<file path="config.mk">
export PLATFORM = sky130hd
export DESIGN_NAME = qls_regs
export DESIGN_NICKNAME = d
export VERILOG_FILES = /design/src/shared/qls_pkg.sv /design/src/hdl/qls_regs.sv
export SDC_FILE = /design/constraint.sdc
export NUM_CORES = 1
export LEC_CHECK = 0
export BUFFER_PORTS_ARGS = -buffer_cell sky130_fd_sc_hd__buf_4
export CORE_AREA = 2 2 95 97
export CTS_CLUSTER_DIAMETER = 40
export DETAILED_ROUTE_END_ITERATION = 7
export DIE_AREA = 0 0 97 99
export HOLD_SLACK_MARGIN = 0.1
export PLACE_DENSITY = 0.78
export SLEW_MARGIN = 20
export SYNTH_ARGS = -nofsm -noshare
export SYNTH_HDL_FRONTEND = slang
export SYNTH_SLANG_ARGS = --single-unit
</file>
<file path="constraint.sdc">
create_clock -name core_clk_in -period 2.5 [get_ports core_clk_in]
set_input_delay 0.25 -clock core_clk_in [delete_from_list [all_inputs] [get_ports core_clk_in]]
set_output_delay 0.25 -clock core_clk_in [all_outputs]
set_load 0.02 [all_outputs]
</file>
<file path="src/shared/qls_pkg.sv">
// Package holding register map, field layout and timing constants of the line status registers.
package qls_pkg;
    localparam int          CHANNELS          = 4;
    localparam logic [7:0]  ADDR_SIG_STATUS   = 8'h04;
    localparam logic [7:0]  ADDR_FLT_STATUS   = 8'h05;
    localparam logic [7:0]  ADDR_SIG_IRQ_EN   = 8'h06;
    localparam logic [7:0]  ADDR_FLT_IRQ_EN   = 8'h07;
    localparam logic [7:0]  ADDR_SIG_PENDING  = 8'h08;
    localparam logic [7:0]  ADDR_FLT_PENDING  = 8'h09;
    localparam logic [7:0]  ADDR_SOFT_INIT    = 8'h0A;
    localparam logic [7:0]  ADDR_TAP_SELECT   = 8'h0B;
    localparam logic [7:0]  ADDR_LOCAL_LOOP   = 8'h0C;
    localparam logic [7:0]  REG_RESET         = 8'h00;
    localparam logic [3:0]  CHAN_RESET        = 4'h0;
    localparam int          FIELD_LSB         = 0;
    localparam int          FIELD_MSB         = 3;
    localparam int          CLK_PERIOD_PS     = 10000;
    localparam int          SOFT_INIT_TIME_PS = 1000000;
    localparam int          SOFT_INIT_CYCLES  = SOFT_INIT_TIME_PS / CLK_PERIOD_PS;
    localparam int          INIT_CNT_W        = 8;

    typedef struct packed {
        logic       wr;
        logic       rd;
        logic [7:0] addr;
        logic [7:0] wdata;
    } qls_bus_t;

    typedef struct packed {
        logic pos;
        logic neg;
        logic clk;
    } qls_line_t;
endpackage

</file>
<file path="src/hdl/qls_regs.sv">
// Status, interrupt and control registers of a four channel line transceiver.
//
// Added by the designer: the strobed register port.
`timescale 1ns/100ps

// Notes on behaviour
// - Signal-absent status bit n follows loss detector of channel n.
// - Any rising or falling change of signal-absent status makes an event.
// - Reading the signal-absent pending register clears all its bits.
// - Driver-fault status bit n follows short monitor of channel n.
// - Driver-fault flags are masked unless fault detection is supported.
// - Reading the driver-fault pending register clears all its bits.
// - Signal-absent interrupt of channel n enabled only by enable bit n.
// - Driver-fault interrupt of channel n enabled only by enable bit n.
// - Both interrupt enable registers reset to zero.
// - Signal-absent pending bit sets on change, holds until cleared.
// - Driver-fault pending bit sets on change, holds until cleared.
// - Write to soft-init register runs 1 us reset of all registers.
// - Tap select bits 3 to 0 choose monitoring point, 7 to 4 reserved.
// - Local loop bit n enables digital loopback on channel n.
// - Loss detection and all-ones stay active during loopback.
// - Loopback routes transmit data and clock to receive outputs.
// - Status and local loop registers reset to zero.
// - All-ones transmission sends continuous marks on line outputs.
module qls_regs (
    input  wire logic                                core_clk_in,        // System clock.
    input  wire logic                                reset_n_in,         // Async reset.
    input  wire qls_pkg::qls_bus_t                   bus_in,             // Host access.
    output logic [7:0]                               rdata_out,          // Read data.
    input  wire logic [qls_pkg::CHANNELS-1:0]        loss_detect_in,     // Loss detectors.
    input  wire logic [qls_pkg::CHANNELS-1:0]        short_detect_in,    // Short monitors.
    input  wire logic                                fault_supported_in, // T1 at 3.3 V.
    input  wire logic [qls_pkg::CHANNELS-1:0]        all_ones_transmit_in, // All-ones req.
    input  wire qls_pkg::qls_line_t [qls_pkg::CHANNELS-1:0] tx_line_in,  // Tx system side.
    input  wire qls_pkg::qls_line_t [qls_pkg::CHANNELS-1:0] rx_recov_in, // Recovered rx.
    output qls_pkg::qls_line_t [qls_pkg::CHANNELS-1:0] rx_line_out,      // Rx system side.
    output logic [qls_pkg::CHANNELS-1:0]             line_mark_out,      // Line marks forced.
    output logic [3:0]                               tap_select_code_out, // Monitor select.
    output logic                                     soft_init_busy_out, // Soft init running.
    output logic                                     irq_out             // Interrupt.
);
    import qls_pkg::*;

    logic [CHANNELS-1:0] loss_s1_q, loss_s2_q, loss_s3_q;
    logic [CHANNELS-1:0] shrt_s1_q, shrt_s2_q, shrt_s3_q;
    logic [CHANNELS-1:0] signal_absent_flags_q;
    logic [CHANNELS-1:0] driver_fault_flags_q;
    logic [CHANNELS-1:0] signal_absent_flags_d;
    logic [CHANNELS-1:0] driver_fault_flags_d;
    logic [7:0]          sig_irq_en_q;
    logic [7:0]          flt_irq_en_q;
    logic [CHANNELS-1:0] sig_pending_q;
    logic [CHANNELS-1:0] flt_pending_q;
    logic [7:0]          tap_point_q;
    logic [CHANNELS-1:0] local_loop_q;
    logic [INIT_CNT_W-1:0] init_cnt_q;
    logic                soft_init;
    logic                sig_clear;
    logic                flt_clear;
    logic [CHANNELS-1:0] sig_change;
    logic [CHANNELS-1:0] flt_change;

    function automatic logic [7:0] widen(input logic [CHANNELS-1:0] v);
        widen = {4'h0, v};
    endfunction

    // Detector inputs come from the analog side; accept a change when stages agree.
    always_ff @(posedge core_clk_in or negedge reset_n_in) begin
        if (!reset_n_in) begin
            loss_s1_q <= CHAN_RESET;
            loss_s2_q <= CHAN_RESET;
            loss_s3_q <= CHAN_RESET;
            shrt_s1_q <= CHAN_RESET;
            shrt_s2_q <= CHAN_RESET;
            shrt_s3_q <= CHAN_RESET;
        end else begin
            loss_s1_q <= loss_detect_in;
            loss_s2_q <= loss_s1_q;
            loss_s3_q <= loss_s2_q;
            shrt_s1_q <= short_detect_in;
            shrt_s2_q <= shrt_s1_q;
            shrt_s3_q <= shrt_s2_q;
        end
    end

    always_comb begin
        for (int i = 0; i < CHANNELS; i++) begin
            signal_absent_flags_d[i] = (loss_s2_q[i] == loss_s3_q[i]) ? loss_s3_q[i]
                                       : signal_absent_flags_q[i];
            driver_fault_flags_d[i]  = (shrt_s2_q[i] == shrt_s3_q[i])
                                       ? (shrt_s3_q[i] & fault_supported_in)
                                       : driver_fault_flags_q[i];
        end
    end

    assign soft_init  = bus_in.wr && (bus_in.addr == ADDR_SOFT_INIT);
    assign sig_clear  = bus_in.rd && (bus_in.addr == ADDR_SIG_PENDING);
    assign flt_clear  = bus_in.rd && (bus_in.addr == ADDR_FLT_PENDING);
    assign sig_change = signal_absent_flags_d ^ signal_absent_flags_q;
    assign flt_change = driver_fault_flags_d ^ driver_fault_flags_q;

    // Soft init holds every register at its default for the whole busy time.
    always_ff @(posedge core_clk_in or negedge reset_n_in) begin
        if (!reset_n_in) begin
            init_cnt_q <= '0;
        end else if (soft_init) begin
            init_cnt_q <= INIT_CNT_W'(SOFT_INIT_CYCLES);
        end else if (init_cnt_q != '0) begin
            init_cnt_q <= init_cnt_q - INIT_CNT_W'(1);
        end
    end

    assign soft_init_busy_out = (init_cnt_q != '0);

    always_ff @(posedge core_clk_in or negedge reset_n_in) begin
        if (!reset_n_in) begin
            signal_absent_flags_q <= CHAN_RESET;
            driver_fault_flags_q  <= CHAN_RESET;
        end else if (soft_init || soft_init_busy_out) begin
            signal_absent_flags_q <= CHAN_RESET;
            driver_fault_flags_q  <= CHAN_RESET;
        end else begin
            signal_absent_flags_q <= signal_absent_flags_d;
            driver_fault_flags_q  <= driver_fault_flags_d;
        end
    end

    // A change in the clearing cycle survives: set wins over clear.
    always_ff @(posedge core_clk_in or negedge reset_n_in) begin
        if (!reset_n_in) begin
            sig_pending_q <= CHAN_RESET;
        end else if (soft_init || soft_init_busy_out) begin
            sig_pending_q <= CHAN_RESET;
        end else begin
            sig_pending_q <= (sig_clear ? CHAN_RESET : sig_pending_q) | sig_change;
        end
    end

    always_ff @(posedge core_clk_in or negedge reset_n_in) begin
        if (!reset_n_in) begin
            flt_pending_q <= CHAN_RESET;
        end else if (soft_init || soft_init_busy_out) begin
            flt_pending_q <= CHAN_RESET;
        end else begin
            flt_pending_q <= (flt_clear ? CHAN_RESET : flt_pending_q) | flt_change;
        end
    end

    // Upper enable bits are stored as written; the host keeps them zero.
    always_ff @(posedge core_clk_in or negedge reset_n_in) begin
        if (!reset_n_in) begin
            sig_irq_en_q <= REG_RESET;
            flt_irq_en_q <= REG_RESET;
            tap_point_q  <= REG_RESET;
            local_loop_q <= CHAN_RESET;
        end else if (soft_init || soft_init_busy_out) begin
            sig_irq_en_q <= REG_RESET;
            flt_irq_en_q <= REG_RESET;
            tap_point_q  <= REG_RESET;
            local_loop_q <= CHAN_RESET;
        end else if (bus_in.wr) begin
            case (bus_in.addr)
                ADDR_SIG_IRQ_EN: begin
                    sig_irq_en_q <= bus_in.wdata;
                end
                ADDR_FLT_IRQ_EN: begin
                    flt_irq_en_q <= bus_in.wdata;
                end
                ADDR_TAP_SELECT: begin
                    tap_point_q <= bus_in.wdata;
                end
                ADDR_LOCAL_LOOP: begin
                    local_loop_q <= bus_in.wdata[FIELD_MSB:FIELD_LSB];
                end
                default: begin
                end
            endcase
        end
    end

    assign tap_select_code_out = tap_point_q[FIELD_MSB:FIELD_LSB];

    // Read data stands in the cycle after the strobe.
    always_ff @(posedge core_clk_in or negedge reset_n_in) begin
        if (!reset_n_in) begin
            rdata_out <= REG_RESET;
        end else if (bus_in.rd) begin
            case (bus_in.addr)
                ADDR_SIG_STATUS: begin
                    rdata_out <= widen(signal_absent_flags_q);
                end
                ADDR_FLT_STATUS: begin
                    rdata_out <= widen(driver_fault_flags_q);
                end
                ADDR_SIG_IRQ_EN: begin
                    rdata_out <= sig_irq_en_q;
                end
                ADDR_FLT_IRQ_EN: begin
                    rdata_out <= flt_irq_en_q;
                end
                ADDR_SIG_PENDING: begin
                    rdata_out <= widen(sig_pending_q);
                end
                ADDR_FLT_PENDING: begin
                    rdata_out <= widen(flt_pending_q);
                end
                ADDR_TAP_SELECT: begin
                    rdata_out <= {4'h0, tap_point_q[FIELD_MSB:FIELD_LSB]};
                end
                ADDR_LOCAL_LOOP: begin
                    rdata_out <= widen(local_loop_q);
                end
                default: begin
                    rdata_out <= REG_RESET;
                end
            endcase
        end else begin
            rdata_out <= REG_RESET;
        end
    end

    always_ff @(posedge core_clk_in or negedge reset_n_in) begin
        if (!reset_n_in) begin
            irq_out <= 1'b0;
        end else begin
            irq_out <= |((sig_pending_q & sig_irq_en_q[FIELD_MSB:FIELD_LSB])
                       | (flt_pending_q & flt_irq_en_q[FIELD_MSB:FIELD_LSB]));
        end
    end

    // Loopback data path; all-ones forcing stays independent of loopback.
    always_comb begin
        for (int i = 0; i < CHANNELS; i++) begin
            rx_line_out[i]   = local_loop_q[i] ? tx_line_in[i] : rx_recov_in[i];
            line_mark_out[i] = all_ones_transmit_in[i];
        end
    end

    sig_pending_set_a: assert property (@(posedge core_clk_in) disable iff (!reset_n_in)
        (sig_change != 0 && !soft_init && !soft_init_busy_out)
        |=> ((sig_pending_q & $past(sig_change)) == $past(sig_change)))
        else $error("signal-absent change not latched");
    sig_read_clear_a: assert property (@(posedge core_clk_in) disable iff (!reset_n_in)
        (sig_clear && sig_change == 0) |=> sig_pending_q == 0)
        else $error("signal-absent pending not cleared by read");
    flt_read_clear_a: assert property (@(posedge core_clk_in) disable iff (!reset_n_in)
        (flt_clear && flt_change == 0) |=> flt_pending_q == 0)
        else $error("driver-fault pending not cleared by read");
    flt_unsupported_a: assert property (@(posedge core_clk_in) disable iff (!reset_n_in)
        (!fault_supported_in && shrt_s2_q == shrt_s3_q) |=> driver_fault_flags_q == 0)
        else $error("driver-fault flag set while unsupported");
    soft_init_len_a: assert property (@(posedge core_clk_in) disable iff (!reset_n_in)
        (soft_init && !soft_init_busy_out) |=> soft_init_busy_out [*8])
        else $error("soft init too short");
    soft_init_clear_a: assert property (@(posedge core_clk_in) disable iff (!reset_n_in)
        soft_init |=> (local_loop_q == 0 && sig_irq_en_q == 0 && flt_irq_en_q == 0))
        else $error("soft init left registers set");
    irq_enable_a: assert property (@(posedge core_clk_in) disable iff (!reset_n_in)
        ((sig_pending_q & sig_irq_en_q[3:0]) != 0) |=> irq_out)
        else $error("enabled pending bit gave no interrupt");
    irq_masked_a: assert property (@(posedge core_clk_in) disable iff (!reset_n_in)
        (sig_irq_en_q == 0 && flt_irq_en_q == 0) |=> !irq_out)
        else $error("interrupt raised with all enables clear");
    loop_route_a: assert property (@(posedge core_clk_in) disable iff (!reset_n_in)
        local_loop_q[0] |-> rx_line_out[0] == tx_line_in[0])
        else $error("loopback not routed");

    // Signal-absent flags, and driver-fault flags while fault detection is supported, follow the synchroniser once its last two stages agree.
    loss_sync_a: assert property (@(posedge core_clk_in) disable iff (!reset_n_in)
        (loss_s2_q == loss_s3_q && !soft_init && !soft_init_busy_out)
        |=> signal_absent_flags_q == $past(loss_s3_q))
        else $error("signal-absent flag does not follow detector");
    loss_hold_a: assert property (@(posedge core_clk_in) disable iff (!reset_n_in)
        (loss_s2_q[0] != loss_s3_q[0] && !soft_init && !soft_init_busy_out)
        |=> signal_absent_flags_q[0] == $past(signal_absent_flags_q[0]))
        else $error("signal-absent flag moved on unsettled input");
    flt_sync_a: assert property (@(posedge core_clk_in) disable iff (!reset_n_in)
        (shrt_s2_q == shrt_s3_q && fault_supported_in && !soft_init && !soft_init_busy_out)
        |=> driver_fault_flags_q == $past(shrt_s3_q))
        else $error("driver-fault flag does not follow monitor");

    // Every change of a flag outside soft init lands in the pending register at the same edge.
    sig_event_a: assert property (@(posedge core_clk_in) disable iff (!reset_n_in)
        (!$past(soft_init) && !$past(soft_init_busy_out))
        |-> ((sig_pending_q & (signal_absent_flags_q ^ $past(signal_absent_flags_q)))
            == (signal_absent_flags_q ^ $past(signal_absent_flags_q))))
        else $error("signal-absent change gave no pending bit");
    flt_event_a: assert property (@(posedge core_clk_in) disable iff (!reset_n_in)
        (!$past(soft_init) && !$past(soft_init_busy_out))
        |-> ((flt_pending_q & (driver_fault_flags_q ^ $past(driver_fault_flags_q)))
            == (driver_fault_flags_q ^ $past(driver_fault_flags_q))))
        else $error("driver-fault change gave no pending bit");
    sig_pend_hold_a: assert property (@(posedge core_clk_in) disable iff (!reset_n_in)
        (!sig_clear && !soft_init && !soft_init_busy_out)
        |=> (sig_pending_q & $past(sig_pending_q)) == $past(sig_pending_q))
        else $error("signal-absent pending bit lost");
    flt_pend_hold_a: assert property (@(posedge core_clk_in) disable iff (!reset_n_in)
        (!flt_clear && !soft_init && !soft_init_busy_out)
        |=> (flt_pending_q & $past(flt_pending_q)) == $past(flt_pending_q))
        else $error("driver-fault pending bit lost");
    sig_no_spur_a: assert property (@(posedge core_clk_in) disable iff (!reset_n_in)
        (sig_change == 0)
        |=> (sig_pending_q & ~$past(sig_pending_q)) == 0)
        else $error("signal-absent pending set without change");
    flt_no_spur_a: assert property (@(posedge core_clk_in) disable iff (!reset_n_in)
        (flt_change == 0)
        |=> (flt_pending_q & ~$past(flt_pending_q)) == 0)
        else $error("driver-fault pending set without change");

    // Control registers take the written value one edge after the strobe.
    sig_en_write_a: assert property (@(posedge core_clk_in) disable iff (!reset_n_in)
        (bus_in.wr && bus_in.addr == ADDR_SIG_IRQ_EN && !soft_init_busy_out)
        |=> sig_irq_en_q == $past(bus_in.wdata))
        else $error("signal-absent enable write lost");
    flt_en_write_a: assert property (@(posedge core_clk_in) disable iff (!reset_n_in)
        (bus_in.wr && bus_in.addr == ADDR_FLT_IRQ_EN && !soft_init_busy_out)
        |=> flt_irq_en_q == $past(bus_in.wdata))
        else $error("driver-fault enable write lost");
    loop_write_a: assert property (@(posedge core_clk_in) disable iff (!reset_n_in)
        (bus_in.wr && bus_in.addr == ADDR_LOCAL_LOOP && !soft_init_busy_out)
        |=> local_loop_q == $past(bus_in.wdata[FIELD_MSB:FIELD_LSB]))
        else $error("local loop write lost");
    tap_write_a: assert property (@(posedge core_clk_in) disable iff (!reset_n_in)
        (bus_in.wr && bus_in.addr == ADDR_TAP_SELECT && !soft_init_busy_out)
        |=> tap_select_code_out == $past(bus_in.wdata[FIELD_MSB:FIELD_LSB]))
        else $error("tap select write lost");

    // Values seen at the first edge after reset is released.
    en_reset_a: assert property (@(posedge core_clk_in) disable iff (!reset_n_in)
        $rose(reset_n_in)
        |-> (sig_irq_en_q == 0 && flt_irq_en_q == 0))
        else $error("enable register not cleared by reset");
    status_reset_a: assert property (@(posedge core_clk_in) disable iff (!reset_n_in)
        $rose(reset_n_in)
        |-> (signal_absent_flags_q == 0 && local_loop_q == 0))
        else $error("status or loop register not cleared by reset");

    // Soft init keeps everything at default and then lets go.
    busy_hold_a: assert property (@(posedge core_clk_in) disable iff (!reset_n_in)
        (soft_init_busy_out && !soft_init)
        |=> (sig_pending_q == 0 && flt_pending_q == 0 && signal_absent_flags_q == 0))
        else $error("register moved during soft init");
    busy_write_a: assert property (@(posedge core_clk_in) disable iff (!reset_n_in)
        (soft_init_busy_out && bus_in.wr && bus_in.addr == ADDR_LOCAL_LOOP)
        |=> local_loop_q == 0)
        else $error("write accepted during soft init");
    busy_end_a: assert property (@(posedge core_clk_in) disable iff (!reset_n_in)
        (init_cnt_q == INIT_CNT_W'(1) && !soft_init)
        |=> !soft_init_busy_out)
        else $error("soft init did not end");

    // Read data carry the register value in the cycle after the strobe.
    rd_status_a: assert property (@(posedge core_clk_in) disable iff (!reset_n_in)
        (bus_in.rd && bus_in.addr == ADDR_SIG_STATUS)
        |=> rdata_out == {4'h0, $past(signal_absent_flags_q)})
        else $error("signal-absent status read wrong");
    rd_fault_a: assert property (@(posedge core_clk_in) disable iff (!reset_n_in)
        (bus_in.rd && bus_in.addr == ADDR_FLT_STATUS)
        |=> rdata_out == {4'h0, $past(driver_fault_flags_q)})
        else $error("driver-fault status read wrong");
    rd_tap_a: assert property (@(posedge core_clk_in) disable iff (!reset_n_in)
        (bus_in.rd && bus_in.addr == ADDR_TAP_SELECT)
        |=> rdata_out[7:4] == 4'h0)
        else $error("reserved tap bits read nonzero");
    rd_pending_a: assert property (@(posedge core_clk_in) disable iff (!reset_n_in)
        (bus_in.rd && bus_in.addr == ADDR_SIG_PENDING)
        |=> rdata_out == {4'h0, $past(sig_pending_q)})
        else $error("signal-absent pending read wrong");

    // Interrupt output follows enabled pending bits one edge later.
    irq_flt_a: assert property (@(posedge core_clk_in) disable iff (!reset_n_in)
        ((flt_pending_q & flt_irq_en_q[FIELD_MSB:FIELD_LSB]) != 0)
        |=> irq_out)
        else $error("enabled driver-fault bit gave no interrupt");
    irq_low_a: assert property (@(posedge core_clk_in) disable iff (!reset_n_in)
        ((sig_pending_q & sig_irq_en_q[FIELD_MSB:FIELD_LSB]) == 0
            && (flt_pending_q & flt_irq_en_q[FIELD_MSB:FIELD_LSB]) == 0)
        |=> !irq_out)
        else $error("interrupt stayed high with nothing enabled pending");

    // Line side paths.
    loop_off_a: assert property (@(posedge core_clk_in) disable iff (!reset_n_in)
        !local_loop_q[0]
        |-> rx_line_out[0] == rx_recov_in[0])
        else $error("receive path not selected without loopback");
    loop_route3_a: assert property (@(posedge core_clk_in) disable iff (!reset_n_in)
        local_loop_q[3]
        |-> rx_line_out[3] == tx_line_in[3])
        else $error("loopback not routed on last channel");
    loop_mark_a: assert property (@(posedge core_clk_in) disable iff (!reset_n_in)
        local_loop_q[1]
        |-> line_mark_out[1] == all_ones_transmit_in[1])
        else $error("all-ones request lost during loopback");
endmodule

</file>
# Word level (Yosys, flattened, before mapping)

Cells that the tools add are included.

Add/sub/neg operators: 1
Equality and inequality tests: 17
Mux-type cells: 34
Bitwise logic cells: 11
Reductions and logical operators: 16

Operator list:

| operator            | count |
|---|---|
| $mux 8              | 9 |
| $pmux 8 s8          | 1 |
| $mux 4              | 12 |
| $eq 8x4->1 const B  | 5 |
| $eq 8x3->1 const B  | 4 |
| $mux 3              | 4 |
| $or 4x4->4          | 3 |
| $reduce_bool 2->1   | 6 |
| $and 4x4->4         | 2 |
| $eq 1x1->1          | 8 |
| $mux 1              | 8 |
| $reduce_and 2->1    | 4 |
| $reduce_bool 8->1   | 1 |
| $sub 8x1->8 const B | 1 |
| $xor 4x4->4         | 2 |
| $and 1x1->1         | 4 |
| $reduce_or 4->1     | 1 |
| $logic_and 1x1->1   | 3 |
| $logic_or 1x1->1    | 1 |

Register bits after elaboration: 81
Bits of input ports: 57
Output and inout port bits: 30
Word-level logic and storage cells: 96

# Longest topological paths before layout

Word-level depth: 5
Mapped depth: 7
Mapped depth without buffers: 6

# Least setup slack after synthesis

No wires, ideal clock.

Path type: register to register
From: register init_cnt_q[2]
To: register driver_fault_flags_q[0]
Library setup time: 0.077 ns
Arrival: 1.837 ns
Data required time: 2.423 ns
Slack: 0.585 ns
Stages on the path, launching flop included: 6
Clock period less this slack: 1.915 ns
Cell sequence: dfrtp_1 -> nor3_1 -> nand3_1 -> nand2b_2 -> buf_4 -> a21oi_1

Word-level cells in the longest chain between the ends: 3

Ends and longest elaborated chain:

| item                   | line            | source |
|---|---|---|
| start, declared        | qls_regs.sv:56  | `logic [INIT_CNT_W-1:0] init_cnt_q;` |
| start signal, assigned | qls_regs.sv:107 | `init_cnt_q <= INIT_CNT_W'(SOFT_INIT_CYCLES);` |
| start signal, assigned | qls_regs.sv:109 | `init_cnt_q <= init_cnt_q - INIT_CNT_W'(1);` |
| $reduce_bool 8->1      | qls_regs.sv:113 | `assign soft_init_busy_out = (init_cnt_q != '0);` |
| via soft_init_busy_out | qls_regs.sv:39  | `output logic soft_init_busy_out,` |
| $logic_or 1x1->1       | qls_regs.sv:119 | `end else if (soft_init \|\| soft_init_busy_out) begin` |
| $mux 4                 | qls_regs.sv:119 |  |
| end signal, assigned   | qls_regs.sv:124 | `driver_fault_flags_q <= driver_fault_flags_d;` |
| end, declared          | qls_regs.sv:47  | `logic [CHANNELS-1:0] driver_fault_flags_q;` |

The timed path passes the listed nets, and every way through them passes these cells.
A chain may end at the register's enable or synchronous reset.

# Final worst setup path

From: register init_cnt_q[0]
To: output soft_init_busy_out

Word-level cells in the longest chain between the ends: 1

Ends and longest elaborated chain:

| item              | line |
|---|---|
| $reduce_bool 8->1 | qls_regs.sv:113 |
| end, declared     | qls_regs.sv:39 |

Every way passes these cells.

==> impl_metrics.yaml <==
worst_hold_path:
  hold_path_depth: 3
  hold_class: "in -> reg"
  holdCritStartpoint: "bus_in[6]"
  hold_path_end: "flt_irq_en_q[6]"
logic_synthesis:
  synth_top_area_share_pct: 54.07
  syn_nets: 388
  ys_top_cells_by_count: "dfrtp_1, nor2_1, mux2i_1"
  synth_compound_area_share_pct: 11.72
  yosysMostFrequentCell: "dfrtp_1"
  synth_xor_area_share_pct: 1.636
  synthMuxAreaShare_pct: 11.92
  yosysWarnings: 0
  syn_area_um2: 3749
  avgSynthCellArea_um2: 11.39
  synth_top_family_by_area: "simple AND/OR/NAND/NOR gates"
  seq_area_frac_synth_pct: 54.07
  synth-edff-count: 0
  netlist_instances: 329
  synth_area_leader_cell: "dfrtp_1"
  synth_fa_ha_area_share_pct: 0.6676
  synth_ff_type: "dfrtp_1"
  synth_cell_types: 42
  synth-simple-area-share_pct: 17.09
  synth-seq-cells: 81
  synth.area.top_cells: "dfrtp_1, mux2i_1, nor2_1"
  synth-async-reset-ratio_pct: 100.0
sta:
  tightest_slew_ns: 0.5756
  setup_viol: 0
  finalSetupTns_ns: 0
  max_freq_mhz: 484.0
  rsz0062_at_grt: "no"
  hold_violations: 0
  period_minus_slack_ns: 2.066
  slew_violations: 0
  max_slew_margin_pct: 61.55
  skew_ns: 0.006926
  fin_crit_sh_pct: 82.65
clocking:
  root_buffer: "clkbuf_8"
  cts_setup_buffers: 0
  clk_pin_slew_worst_paths_ns: 0.09
  worstSkewPairLatency_ns: 0.35
  cts_inserted_buffers: 9
  cts_sinks: 81
  tritoncts: "yes"
  cts-resized-gates: 0
  cts_max_level: 3
  clock_tree.buffer_depth: 2
place:
  hpwl_mm: 5.830
  place_congestion: 0.9222
  io_buffers: 78
  place_area_um2: 4410
cells_and_area:
  fin_area_um2: 4771
  area_growth_pct: 27.27
  final_nets: 475
  drive_gt1_share_pct: 30.40
  n_antenna_cell: 0
  n_fill_cell: 713
setup_path:
  max_stage_delay_ns: 0.42
  cp_data_required_time_ns: 2.25
  ff2ff_path_depth: 7
  rr_startpoint: "init_cnt_q[0]"
  cp-end-kind: "output pin"
  critical_path_class: "reg -> out"
  cp_cell_sequence: "inv_1 -> ha_1 -> nor2b_1 -> nand3_1 -> buf_4"
  critical_path_arrival_ns: 1.82
  rr_endpoint: "driver_fault_flags_q[1]"
  cp_slowest_cell: "dfrtp_1"
  cp_top_family: "simple AND/OR/NAND/NOR gates"
  r2r_slack_ns: 0.58
  cp_max_fo: 7
  worst-path-buf-inv: 2
  start_kind: "flop"
floorplan:
  rows: 34
  fp.dieH_um: 99
  dieArea_um2: 9603
  initial_utilization_pct: 43.84
  num_io_pins: 87
  core_um2: 8551
  die_w_um: 97
global_route:
  antenna_found_initial: 0
  grt_max_degree: 82
  track_usage_pct: 17.19
  grt_overflow: 0
  grt_pass1_vias: 2801
  grt_pass1_wl_mm: 13.25
detailed_routing:
  routed_via_density: 5.310
  wl_per_cell_um: 15.21
  firstDrtPassIters: 4
  ant_nets: 0
  wl_mm: 8.044
  dr.first_iter.drc_count: 162
  drc: 0
  num_vias: 2809
job:
  maxCapViolations: 0
power_and_ir_drop:
  leakagePower_nw: 2.021
  powerDensity_nw_per_um2: 628.2
  ir_drop_v: 0.0003443
status:
  status: "finished, final reports clean"
==> metrics by stage <==
step	setup slack, ns	hold slack [ns]	std cells	total power, mW	utilization [%]
5_1_grt	0.2683	0.1764	529	3.136	55.79
4_1_cts	0.4278	0.1463	528	3.024	55.56
6_report	0.4338	0.1523	529	2.997	55.79
3_3_place_gp	0.4346	0.3317	503	1.829	51.58
2_1_floorplan	0.5854	-0.04559	329	1.690	-
3_5_place_dp	0.4016	0.3347	503	1.849	51.58
==> cell families (layout without fill, tap and decap cells) <==
family / Yosys count / in the layout
buf+inv: 18 / 110
simple gates: 114 / 114
mux: 43 / 43
compound gates: 64 / 64
fa+ha+maj: 2 / 2
xor+xnor: 7 / 7
flops: 81 / 81
==> worst max-delay path by stage <==
stage	start	endpoint	slack (ns)	cells after the start
finish	init_cnt_q[0]	soft_init_busy_out	0.43	5
floorplan	init_cnt_q[2]	driver_fault_flags_q[0]	0.59	5
global route	init_cnt_q[0]	soft_init_busy_out	0.27	5
detailed placement	bus_in[13]	flt_irq_en_q[3]	0.40	6
CTS	init_cnt_q[0]	soft_init_busy_out	0.43	5
global placement	bus_in[13]	sig_pending_q[2]	0.43	6
==> layout make-up <==
cell class / count / area, µm² / area share [%]
sequential: 81 / 2027 / 42.49
multi-input combinational: 230 / 1613 / 33.81
timing repair buffer: 92 / 738.2 / 15.47
tap: 108 / 135.1 / 2.832
clock inverter: 7 / 126.4 / 2.649
clock buffer: 9 / 123.9 / 2.596
inverter: 2 / 7.507 / 0.1574
==> registers in the layout, indices dropped and copies added (netlist names), 8 cells and up <==
signal	cells
flt_irq_en_q	8
rdata_out	8
sig_irq_en_q	8
init_cnt_q	8
==> worst register-to-register path, stage by stage (launching register included) <==
cell	delay, ns
dfrtp_1	0.42
inv_1	0.09
ha_1	0.17
nor2b_1	0.28
nand3_1	0.27
nand2b_2	0.28
buf_12	0.18
a21oi_1	0.16
==> timing repair <==
action                     4_1_cts  5_1_grt
hold buffers                     9        0
setup endpoints to repair        0        0
hold endpoints to repair        32        0
==> where the power goes <==
| group | internal, mW | switching, mW | leakage [nW] |
|---|---|---|---|
| sequential | 1.38 | 0.0619 | 1.05 |
| clock | 0.675 | 0.489 | 0.122 |
| combinational | 0.200 | 0.189 | 0.844 |
| total | 2.26 | 0.740 | 2.02 |
==> layer usage <==
metal  track usage (%)  share of wire (%)
met5                 0                  0
met3             2.766                3.6
met4             8.884                2.8
met1             21.38                 43
met2             29.11                 51
==> layout by cell type, fill, tap and decap left out, types with 2 or more instances in the layout <==
master,synthesis,final
dfrtp_1,81,81
buf_4,7,81
nor2_1,43,43
mux2i_1,30,30
a21oi_1,14,14
mux2_2,13,13
a221oi_1,11,11
a22oi_1,11,11
o21ai_0,11,11
nand2_1,11,11
nand3_1,9,9
nor2b_1,9,9
clkbuf_8,0,9
dlygate4sd3_1,0,9
nor2_2,8,8
nor3b_1,6,6
a21o_1,5,5
nand3b_1,5,5
a32oi_1,4,4
xor2_1,4,4
nand2b_1,3,3
o22a_1,3,3
nand4_1,3,3
a31oi_1,3,3
xnor2_1,3,3
bufinv_16,0,3
inv_1,2,2
or4_4,2,2
and2_1,2,2
nor4_1,2,2
and3_1,2,2
nor4_4,2,2
ha_1,2,2
buf_12,0,2
(Power assumes the default switching activity.)
